## config.mk

```make
export PLATFORM = sky130hd
export DESIGN_NAME = evr_event_router
export DESIGN_NICKNAME = d
export VERILOG_FILES = /design/src/evr_pkg.sv /design/src/evr_event_router.sv
export SDC_FILE = /design/constraint.sdc
export NUM_CORES = 2
export LEC_CHECK = 0
export BUFFER_PORTS_ARGS = -buffer_cell sky130_fd_sc_hd__buf_2
export CORE_ASPECT_RATIO = 0.6
export CORE_UTILIZATION = 68
export DETAILED_ROUTE_END_ITERATION = 16
export PLACE_DENSITY = 0.9
export SYNTH_ARGS = -nofsm -noshare
export SYNTH_HDL_FRONTEND = slang
export SYNTH_SLANG_ARGS = --single-unit
export TNS_END_PERCENT = 30
```

## constraint.sdc

```tcl
create_clock -name CLK -period 6.78 [get_ports CLK]
set_input_delay 0.678 -clock CLK [delete_from_list [all_inputs] [get_ports CLK]]
set_output_delay 0.678 -clock CLK [all_outputs]
set_load 0.02 [all_outputs]
```

## src/evr_pkg.sv

```systemverilog
`default_nettype none

package evr_pkg;

  // Event vector geometry
  localparam int NUM_EVT  = 105;
  localparam int NUM_OUT  = 5;
  localparam int NUM_IRQ  = 4;
  localparam int NUM_WORD = 4;
  localparam int VEC_W    = NUM_WORD * 32;
  localparam int ADDR_W   = 10;

  // Output index of the wake-up line
  localparam int WAKE_IDX = 4;

  // Register byte offsets and strides, all word aligned; most offsets start a four-word group
  localparam logic [ADDR_W-1:0] OFF_RAW    = 10'h000;
  localparam logic [ADDR_W-1:0] OFF_PEND   = 10'h010;
  localparam logic [ADDR_W-1:0] OFF_GEN    = 10'h020;
  localparam logic [ADDR_W-1:0] OFF_EDGE   = 10'h030;
  localparam logic [ADDR_W-1:0] OFF_POL    = 10'h040;
  localparam logic [ADDR_W-1:0] OFF_MASK   = 10'h100;
  localparam logic [ADDR_W-1:0] OFF_OPEND  = 10'h200;
  localparam logic [ADDR_W-1:0] OFF_OUT    = 10'h300;
  localparam logic [ADDR_W-1:0] OUT_STRIDE = 10'h020;
  localparam logic [ADDR_W-1:0] WORD_STEP  = 10'h004;

  // Reset values and the implemented-bit map
  localparam logic [VEC_W-1:0] RST_VEC   = 128'h0000;
  localparam logic [VEC_W-1:0] VALID_VEC = 128'h0000_01FF_FFFF_FFFF_FFFF_FFFF_FFFF_FFFF;
  localparam logic [31:0]      RST_WORD  = 32'h0000_0000;

  // Bus field codes
  localparam logic [1:0] HTRANS_NONSEQ = 2'h2;
  localparam logic       HRESP_OKAY    = 1'h0;

  // Bus slave states
  typedef enum logic [3:0] {
    ST_IDLE  = 4'b0001,
    ST_WR    = 4'b0010,
    ST_RD    = 4'b0100,
    ST_RDOUT = 4'b1000
  } evr_bus_st_t;

endpackage : evr_pkg

`default_nettype wire
```

## src/evr_event_router.sv

```systemverilog
// Behaviour
// Accept 105 event inputs from pins and internal module signals.
// Each input selects high level, low level, rising or falling edge.
// Conditioned per-signal result readable in four raw status words.
// Global enable gates each conditioned event; pending vector readable in four words.
// Whole pending vector goes to each of five output blocks.
// Each output: 105-bit mask ANDed with pending, products ORed together.
// All 525 masked products readable as output pending words.
// Outputs zero to three drive interrupt controller, which enables each.
// Output four drives clock generation unit as a wake-up request.
// All five output lines readable in one output status register.
// Any event may serve as interrupt, clock-enable or reset source.
// Watchdog asserts its first match event when count equals match value.
// Edge events latch until software clears; levels follow sampled input.
//
// Chosen here: the address map and the AHB-Lite slave port.
`timescale 1ns/1ns
`default_nettype none

module evr_event_router
  import evr_pkg::*;
(
  input  wire logic               CLK,
  input  wire logic               RST_N,
  input  wire logic               HSEL,
  input  wire logic [31:0]        HADDR,
  input  wire logic [1:0]         HTRANS,
  input  wire logic               HWRITE,
  input  wire logic [2:0]         HSIZE,
  input  wire logic [31:0]        HWDATA,
  input  wire logic               HREADY,
  input  wire logic [NUM_EVT-1:0] EVENT_IN,
  output logic      [31:0]        HRDATA,
  output logic                    HREADYOUT,
  output logic                    HRESP,
  output logic      [NUM_IRQ-1:0] IRQ_OUT,
  output logic                    WAKEUP_OUT
);

  // Event path state
  logic [VEC_W-1:0]   evt_in;
  logic [VEC_W-1:0]   prev_ff;
  logic [VEC_W-1:0]   raw_ff;
  logic [VEC_W-1:0]   nxt_raw;
  logic [VEC_W-1:0]   gen_ff;
  logic [VEC_W-1:0]   edge_ff;
  logic [VEC_W-1:0]   pol_ff;
  logic [VEC_W-1:0]   pend;
  logic [VEC_W-1:0]   rise;
  logic [VEC_W-1:0]   fall;
  logic [VEC_W-1:0]   det;
  logic [VEC_W-1:0]   lvl;
  logic [VEC_W-1:0]   raw_clr;
  logic [VEC_W-1:0]   mask_ff [NUM_OUT];
  logic [VEC_W-1:0]   opend   [NUM_OUT];
  logic [NUM_OUT-1:0] out_ff;
  logic [NUM_OUT-1:0] nxt_out;

  // Bus slave state
  evr_bus_st_t        state_ff;
  evr_bus_st_t        nxt_state;
  logic [ADDR_W-1:0]  addr_ff;
  logic [31:0]        hrdata_ff;
  logic [31:0]        rd_data;
  logic               accept;
  logic               wr_en;

  // Size is not decoded: only whole-word transfers are issued
  // Folding the bits keeps the unused port from looking unconnected
  logic               unused_size;
  assign unused_size = ^HSIZE;

  // widen inputs
  // Pad the 105 inputs to four words; the padding never sets anything.
  // Reserved positions are masked again before they reach raw_ff.
  assign evt_in = VEC_W'(EVENT_IN);

  // Address phase taken only while the bus is ready
  // HTRANS bit 1 covers NONSEQ and SEQ; IDLE and BUSY are ignored
  // A burst beat would simply be handled as another single access
  // Writes land at the end of the data phase, when HWDATA is valid
  assign accept = HSEL && HTRANS[1] && HREADY;
  assign wr_en  = (state_ff == ST_WR);

  // Bus state sequencing
  // ST_RD lasts one cycle; HREADY is low there, so no address is taken
  // and a second request can never overlap the read capture
  always_comb begin
    nxt_state = ST_IDLE;
    case (state_ff)
      ST_RD: begin
        nxt_state = ST_RDOUT;
      end
      ST_IDLE, ST_WR, ST_RDOUT: begin
        if (accept) begin
          nxt_state = HWRITE ? ST_WR : ST_RD;
        end
      end
      default: begin
        nxt_state = ST_IDLE;
      end
    endcase
  end

  always_ff @(posedge CLK or negedge RST_N) begin
    if (!RST_N) begin
      state_ff <= ST_IDLE;
    end else begin
      state_ff <= nxt_state;
    end
  end

  // Address latch for the data phase
  // Only the low address bits are kept; upper bits alias the block
  always_ff @(posedge CLK or negedge RST_N) begin
    if (!RST_N) begin
      addr_ff <= 10'h000;
    end else if (accept) begin
      addr_ff <= HADDR[ADDR_W-1:0];
    end
  end

  // One wait state on reads so a write just before is already visible
  // Trade-off: a zero-wait read would put the whole decode tree
  // straight onto HRDATA instead of behind a flip-flop
  assign HREADYOUT = (state_ff != ST_RD);
  assign HRESP     = HRESP_OKAY;
  assign HRDATA    = hrdata_ff;

  // Configuration writes, reserved bits forced to zero
  // Bits 105 and up are not implemented, so they read back as zero
  always_ff @(posedge CLK or negedge RST_N) begin
    if (!RST_N) begin
      gen_ff  <= RST_VEC;
      edge_ff <= RST_VEC;
      pol_ff  <= RST_VEC;
    end else if (wr_en) begin
      for (int w = 0; w < NUM_WORD; w++) begin
        // global enable
        if (addr_ff == OFF_GEN + 10'(w * 4)) begin
          gen_ff[w*32 +: 32] <= HWDATA & VALID_VEC[w*32 +: 32];
        end
        // sensitivity select
        if (addr_ff == OFF_EDGE + 10'(w * 4)) begin
          edge_ff[w*32 +: 32] <= HWDATA & VALID_VEC[w*32 +: 32];
        end
        if (addr_ff == OFF_POL + 10'(w * 4)) begin
          pol_ff[w*32 +: 32] <= HWDATA & VALID_VEC[w*32 +: 32];
        end
      end
    end
  end

  // Per-output mask writes
  // Five masks of four words each; output k sits at a 0x20 stride
  always_ff @(posedge CLK or negedge RST_N) begin
    if (!RST_N) begin
      for (int k = 0; k < NUM_OUT; k++) begin
        mask_ff[k] <= RST_VEC;
      end
    end else if (wr_en) begin
      for (int k = 0; k < NUM_OUT; k++) begin
        for (int w = 0; w < NUM_WORD; w++) begin
          // mask store
          if (addr_ff == OFF_MASK + 10'(k * 32) + 10'(w * 4)) begin
            mask_ff[k][w*32 +: 32] <= HWDATA & VALID_VEC[w*32 +: 32];
          end
        end
      end
    end
  end

  // Write-one-to-clear strobes on the raw words
  // Limitation: clearing a level bit has no effect, it follows its input
  always_comb begin
    raw_clr = RST_VEC;
    for (int w = 0; w < NUM_WORD; w++) begin
      if (wr_en && (addr_ff == OFF_RAW + 10'(w * 4))) begin
        raw_clr[w*32 +: 32] = HWDATA;
      end
    end
  end

  // Input history for edge detection
  // History resets low, so an input already high at release looks like
  // a rising edge on the first clock; edge_ff resets to level mode, so it never latches
  always_ff @(posedge CLK or negedge RST_N) begin
    if (!RST_N) begin
      prev_ff <= RST_VEC;
    end else begin
      prev_ff <= evt_in;
    end
  end

  // polarity and edge
  // Polarity bit set selects high level or rising edge.
  assign rise = evt_in & ~prev_ff;
  assign fall = ~evt_in & prev_ff;
  assign det  = (pol_ff & rise) | (~pol_ff & fall);
  assign lvl  = ~(evt_in ^ pol_ff);

  // latch or follow
  // Detected edge beats a clear in the same cycle, so no edge is lost.
  // Switching a bit from level to edge keeps its current raw value.
  assign nxt_raw = ((edge_ff & ((raw_ff & ~raw_clr) | det))
                   | (~edge_ff & lvl)) & VALID_VEC;

  // raw status
  // One register for both modes; edge_ff picks how each bit updates
  always_ff @(posedge CLK or negedge RST_N) begin
    if (!RST_N) begin
      raw_ff <= RST_VEC;
    end else begin
      raw_ff <= nxt_raw;
    end
  end

  // pending gate
  // Disabled events still show in raw status but never reach an output
  assign pend = raw_ff & gen_ff;

  // fan-out
  // Every output block sees the full pending vector.
  // Products kept per output so that software can read them back.
  always_comb begin
    for (int k = 0; k < NUM_OUT; k++) begin
      // AND then OR
      opend[k]   = pend & mask_ff[k];
      nxt_out[k] = |opend[k];
    end
  end

  // Outputs registered to keep glitches off the interrupt and reset paths
  // The cost is one extra cycle from pending to the output pins
  always_ff @(posedge CLK or negedge RST_N) begin
    if (!RST_N) begin
      out_ff <= 5'h00;
    end else begin
      out_ff <= nxt_out;
    end
  end

  // interrupt lines
  // Each line still needs its own enable in the interrupt controller
  assign IRQ_OUT    = out_ff[NUM_IRQ-1:0];
  // wake-up line
  // routing choice
  // Whether an event becomes a clock enable or reset is decided downstream.
  // A level output: high while any routed event stays pending.
  assign WAKEUP_OUT = out_ff[WAKE_IDX];

  // Read decode; unmapped words read as zero
  // Word n of each group holds event bits 32n to 32n+31
  // Later matches win, but the decoded ranges never overlap
  always_comb begin
    rd_data = RST_WORD;
    for (int w = 0; w < NUM_WORD; w++) begin
      // raw readback
      if (addr_ff == OFF_RAW + 10'(w * 4)) begin
        rd_data = raw_ff[w*32 +: 32];
      end
      // pending readback
      if (addr_ff == OFF_PEND + 10'(w * 4)) begin
        rd_data = pend[w*32 +: 32];
      end
      if (addr_ff == OFF_GEN + 10'(w * 4)) begin
        rd_data = gen_ff[w*32 +: 32];
      end
      if (addr_ff == OFF_EDGE + 10'(w * 4)) begin
        rd_data = edge_ff[w*32 +: 32];
      end
      if (addr_ff == OFF_POL + 10'(w * 4)) begin
        rd_data = pol_ff[w*32 +: 32];
      end
      for (int k = 0; k < NUM_OUT; k++) begin
        if (addr_ff == OFF_MASK + 10'(k * 32) + 10'(w * 4)) begin
          rd_data = mask_ff[k][w*32 +: 32];
        end
        // output pending
        if (addr_ff == OFF_OPEND + 10'(k * 32) + 10'(w * 4)) begin
          rd_data = opend[k][w*32 +: 32];
        end
      end
    end
    // output status
    if (addr_ff == OFF_OUT) begin
      rd_data = {27'h000_0000, out_ff};
    end
  end

  // Read data captured during the wait state, held until the next read
  // Holding the old value keeps HRDATA quiet between reads
  always_ff @(posedge CLK or negedge RST_N) begin
    if (!RST_N) begin
      hrdata_ff <= RST_WORD;
    end else if (state_ff == ST_RD) begin
      hrdata_ff <= rd_data;
    end
  end

endmodule : evr_event_router

`default_nettype wire

```

==> run metrics, run 1 <==
Synth Area in Adders=0%; warnings from Yosys=0; number of instances in the synthesized netlist=6139; last stage the flow got to=5_1_grt; netlist area before placement=60500 um2; dominant cells by area after synthesis=sky130_fd_sc_hd__dfrtp_1 46%, sky130_fd_sc_hd__mux2_2 16%, sky130_fd_sc_hd__nand2_1 4.9%, sky130_fd_sc_hd__o21ai_0 3.7%, sky130_fd_sc_hd__a21oi_1 3.0%; synthesized-area fraction occupied by and/or/nand/nor cells=14.4%; pin count of the biggest net entering global routing=193; Seq/Total Area, Yosys=45.6%; most frequently used flop master after synthesis=sky130_fd_sc_hd__dfrtp_1; H-tree depth=3; clock tree root buffer cell=sky130_fd_sc_hd__clkbuf_16; row count=84; number of clock sinks=1101; buffers inserted during post-CTS setup optimization=0; tool error=[ERROR GRT-0116] Global routing finished with congestion. Check the congestion regions in the DRC Viewer.; global placer's final weighted congestion=1.64; number of synthesized register bits=1101; share of the synthesized area in compound gates (AO/OA/AOI/OAI)=19.6%; number of enable flip-flop cells after synthesis=0; I/O pin count=218; maximum buffer depth of the clock tree=3; Synth top area share=45.5%; number of library cell types mapped by synthesis=97; area share of xor/xnor cells in the synthesized design=0.377%; via count of the first global-routing pass=71.2k; number of instances resized during post-cts repair=0; cell taking the most area after synthesis=sky130_fd_sc_hd__dfrtp_1; half-perimeter wire length of the detailed placement result=220 mm; hold bufs inserted after CTS=0; largest family of logic cells by synthesized area=compound AO/OA/AOI/OAI gates; mux share of post-synthesis cell area=16.4%; combined global-route utilization of all metal layers=84.8%; Post-Synthesis Net Count=6318; die boundary width=387 um; initial standard-cell utilization of the core=68.8%; total of buffers placed on input and output ports=190; global-route congestion overflow total=813; run status=did not finish; mean area per synthesized cell=9.85 um2; overall die height=233 um; Async S/R FF share, synth=100%; number of buffers inserted during clock tree synthesis=98; global-route wire length before repair=545 mm
-- metrics by stage --
stage / utilization (%) / instances / cell area, um2 / setup WS, ns / hold slack (ns)
floorplan: - / 6139 / 60500 / 4.02 / 0.382
global placement: 71.0 / 7160 / 62400 / 1.52 / 0.489
detailed placement: 71.0 / 7160 / 62400 / 1.48 / 0.499
CTS: 75.0 / 7342 / 65900 / 1.41 / 0.0471
-- routing by layer --
metal	overflow	global-route usage [%]
met5	34	71.7
met4	220	78.0
met3	152	79.8
met2	258	92.1
met1	149	85.6
-- synth_stat cells (all sizes together) (94+ instances only) --
library cell / number
dfrtp: 1100
mux2: 868
nand2: 783
o21ai: 454
a21oi: 366
nand3: 322
clkbuf: 315
nor2: 233
buf: 190
a22oi: 138
a221oi: 117
and2: 109
nor2b: 94
-- cell families after synthesis --
logic type / after synthesis
multiplexers: 881
other: 1
AND/OR/NAND/NOR: 1836
flip-flops: 1101
buffers and inverters: 528
AO/OA/AOI/OAI: 1766
XOR/XNOR: 26
==> run 2: changes to the inputs <==
- CORE_ASPECT_RATIO: 0.6 -> not set
- CORE_UTILIZATION: 68 -> 40
- PLACE_DENSITY: 0.9 -> not set
- PLACE_DENSITY_LB_ADDON: not set -> 0.15
==> run metrics, run 2 <==
synthesized-area fraction occupied by and/or/nand/nor cells=14.4%; power per cell area=269 nW/um2; number of library cell types mapped by synthesis=97; hold crit path type=input pin to register; Post-Synthesis Net Count=6318; overall die height=391 um; row count=142; number of buffers inserted during clock tree synthesis=134; number of instances in the synthesized netlist=6139; kind of cell with the highest combined delay on the critical path=compound AO/OA/AOI/OAI gates; cells along the critical path=nor2_1 -> buf_4 -> nand2_1 -> nor2_1 -> buf_4 -> a21oi_1 -> o21ai_0 -> a221oi_1 -> a2111oi_0 -> o21ai_0 -> nand2_1; count of cells along the worst register-to-register path=11; warnings from Yosys=0; post-route fraction of the period consumed by the critical path=81.3%; mux share of post-synthesis cell area=16.4%; Synth Area in Adders=0%; half-perimeter wire length of the detailed placement result=297 mm; beginning of the worst register-to-register path=addr_ff[8]$_DFFE_PN0P_; setup total negative slack=0 ns; register containing the most flip-flops in the final layout=mask_ff; Setup WS pre-CTS=2.03 ns; cell with the most instances after synthesis=sky130_fd_sc_hd__dfrtp_1; startpoint class of the critical path=register; number of flip-flops in the largest register=525; Remaining DRCs=0; buffers inserted during post-CTS setup optimization=0; worst slew margin relative to its limit=-5.52%; minimum hold slack=0.0210 ns; global placer's final weighted congestion=1.13; global-route wire length before repair=525 mm; number of pins exceeding their max-slew limit in the final report=17; largest fanout of any net on the critical path=18; combined global-route utilization of all metal layers=51.4%; Async S/R FF share, synth=100%; vias after detailed routing=61.8k; power after layout=18.6 mW; final-report setup violation count=0; run status=finished, violations left; core region area=150000 um2; total of fill cells in the finished design=14.4k; number of antenna violations at the first check in global routing=58; area delta synth->final=14.7%; final worst clock skew=0.0346 ns; launching element of the worst setup path=addr_ff[8]$_DFFE_PN0P_; share of the synthesized area in compound gates (AO/OA/AOI/OAI)=19.6%; layout cell share with drive strength beyond 1=25.8%; most frequently used flop master after synthesis=sky130_fd_sc_hd__dfrtp_1; I/O pin count=218; peak per-stage delay on the critical path=1.17 ns; drt first pass iters=9; total of buffers placed on input and output ports=190; hold endpoint=prev_ff[69]$_DFF_PN0_; mean area per synthesized cell=9.85 um2; worst path arrival time=6.19 ns; number of instances resized during post-cts repair=0; area share of xor/xnor cells in the synthesized design=0.377%; kind of capture point of the worst setup path=register; largest family of logic cells by synthesized area=compound AO/OA/AOI/OAI gates; required time of the worst setup path=7.45 ns; maximum buffer depth of the clock tree=3; number of clock sinks=1101; violated checks=max-capacitance violations, max-slew violations; count of maximum capacitance violations=4; via count of the first global-routing pass=55.8k; Synth top area share=45.5%; number of synthesized register bits=1101; global-route congestion overflow total=0; destination of the worst register-to-register timing path=HRDATA[31]$_DFFE_PN0N_; Final Net Count=6444; CTS tree=yes; startpoint of the most critical hold path=EVENT_IN[69]; clock tree root buffer cell=sky130_fd_sc_hd__clkbuf_16; overall die area=153000 um2; Setup CP Type=register to register; Final Hold Vio Count=0; CP max stage cell=sky130_fd_sc_hd__a221oi_1; iteration-0 DRC count of the detailed router=10.5k; Final Worst Setup Slack=1.27 ns; leading cell types in the layout, fill and taps excluded=1097 x sky130_fd_sc_hd__dfrtp_1, 868 x sky130_fd_sc_hd__mux2_2, 774 x sky130_fd_sc_hd__nand2_1, 446 x sky130_fd_sc_hd__o21ai_0, 366 x sky130_fd_sc_hd__a21oi_1; average wire per cell in the routed design=47.6 um; clock transition time at the flip-flop clock pins of the worst setup and hold paths=0.06 ns; later-pin clock latency in the skew report=0.81 ns; cell taking the most area after synthesis=sky130_fd_sc_hd__dfrtp_1; Worst IR Drop VDD=0.274 mV; pin count of the biggest net entering global routing=144; total buffers and inverters traversed by the critical path=2; Final min period=5.51 ns; sum of routed wire length over all layers=400 mm; transition time at the pin with the least slew margin=1.58 ns; H-tree depth=4; Leakage Power=27.8 nW; setup repair after global routing missed its margin=no; die boundary width=391 um; most instantiated cells after synthesis=1100 x sky130_fd_sc_hd__dfrtp_1, 868 x sky130_fd_sc_hd__mux2_2, 783 x sky130_fd_sc_hd__nand2_1, 446 x sky130_fd_sc_hd__o21ai_0, 366 x sky130_fd_sc_hd__a21oi_1; cell count of the worst hold path=1; number of enable flip-flop cells after synthesis=0; dominant cells by area after synthesis=sky130_fd_sc_hd__dfrtp_1 46%, sky130_fd_sc_hd__mux2_2 16%, sky130_fd_sc_hd__nand2_1 4.9%, sky130_fd_sc_hd__o21ai_0 3.7%, sky130_fd_sc_hd__a21oi_1 3.0%; hold bufs inserted after CTS=38; post-detailed-route count of antenna-violating nets=0; R2R setup slack=1.27 ns; netlist area before placement=60500 um2; via/cell ratio=7.34; Seq/Total Area, Yosys=45.6%; initial standard-cell utilization of the core=40.3%; most common library cell in the layout ignoring fill and taps=sky130_fd_sc_hd__dfrtp_1; highest attainable clock frequency=181 MHz
[run 2: cell counts after synthesis]
No cell type changed its count.
[run 2: per-layer routing]
| layer | global-route usage, % | up-vias | share of wire [%] |
|---|---|---|---|
| met4 | 35.8 | 64 | 9.0 |
| met3 | 22.0 | 1554 | 14 |
| li1 | - | 23400 | - |
| met5 | 0 | - | 0.12 |
| met2 | 70.9 | 5410 | 40 |
| met1 | 64.2 | 31300 | 37 |
[run 2: worst max-delay path by stage]
stage                     cells after the start                      to  slack (ns)
after detailed placement                      9   HRDATA[0]$_DFFE_PN0N_        2.03
after CTS                                     9   HRDATA[0]$_DFFE_PN0N_        2.03
after global placement                       10  HRDATA[13]$_DFFE_PN0N_        2.07
final                                        11  HRDATA[31]$_DFFE_PN0N_        1.27
after floorplan                              11   HRDATA[4]$_DFFE_PN0N_        4.02
after global routing                         11  HRDATA[24]$_DFFE_PN0N_        1.66
[run 2: layout make-up]
| class | instances | area [um2] | area share, % |
|---|---|---|---|
| Antenna cell | 37 | 92.6 | 0.134 |
| Clock buffer | 184 | 3870 | 5.59 |
| Clock inverter | 50 | 684 | 0.987 |
| Inverter | 23 | 86.3 | 0.125 |
| Multi-Input combinational cell | 4510 | 31000 | 44.7 |
| Sequential cell | 1101 | 27600 | 39.8 |
| Tap cell | 2016 | 2520 | 3.64 |
| Timing Repair Buffer | 495 | 3530 | 5.09 |
[run 2: per-stage QoR]
step	instance area [um2]	std cells	util (%)
after floorplan	60500	6139	-
after global placement	64300	8106	42.9
after detailed placement	64300	8106	42.9
after CTS	69200	8378	46.2
after global routing	69200	8379	46.2
final	69300	8416	46.2
[run 2: logic make-up after synthesis]
| group | after synthesis |
|---|---|
| xor+xnor | 26 |
| buf+inv | 528 |
| other cells | 1 |
| flops | 1101 |
| simple gates | 1836 |
| mux | 881 |
| compound gates | 1766 |
[run 2: power breakdown]
group / internal, mW / switching (mW) / total [mW]
logic: 0.884 / 2.45 / 3.33
registers: 6.97 / 0.714 / 7.68
clock network: 4.44 / 3.18 / 7.62
total: 12.3 / 6.34 / 18.6
Note: power is estimated with default switching activity, not from simulation.
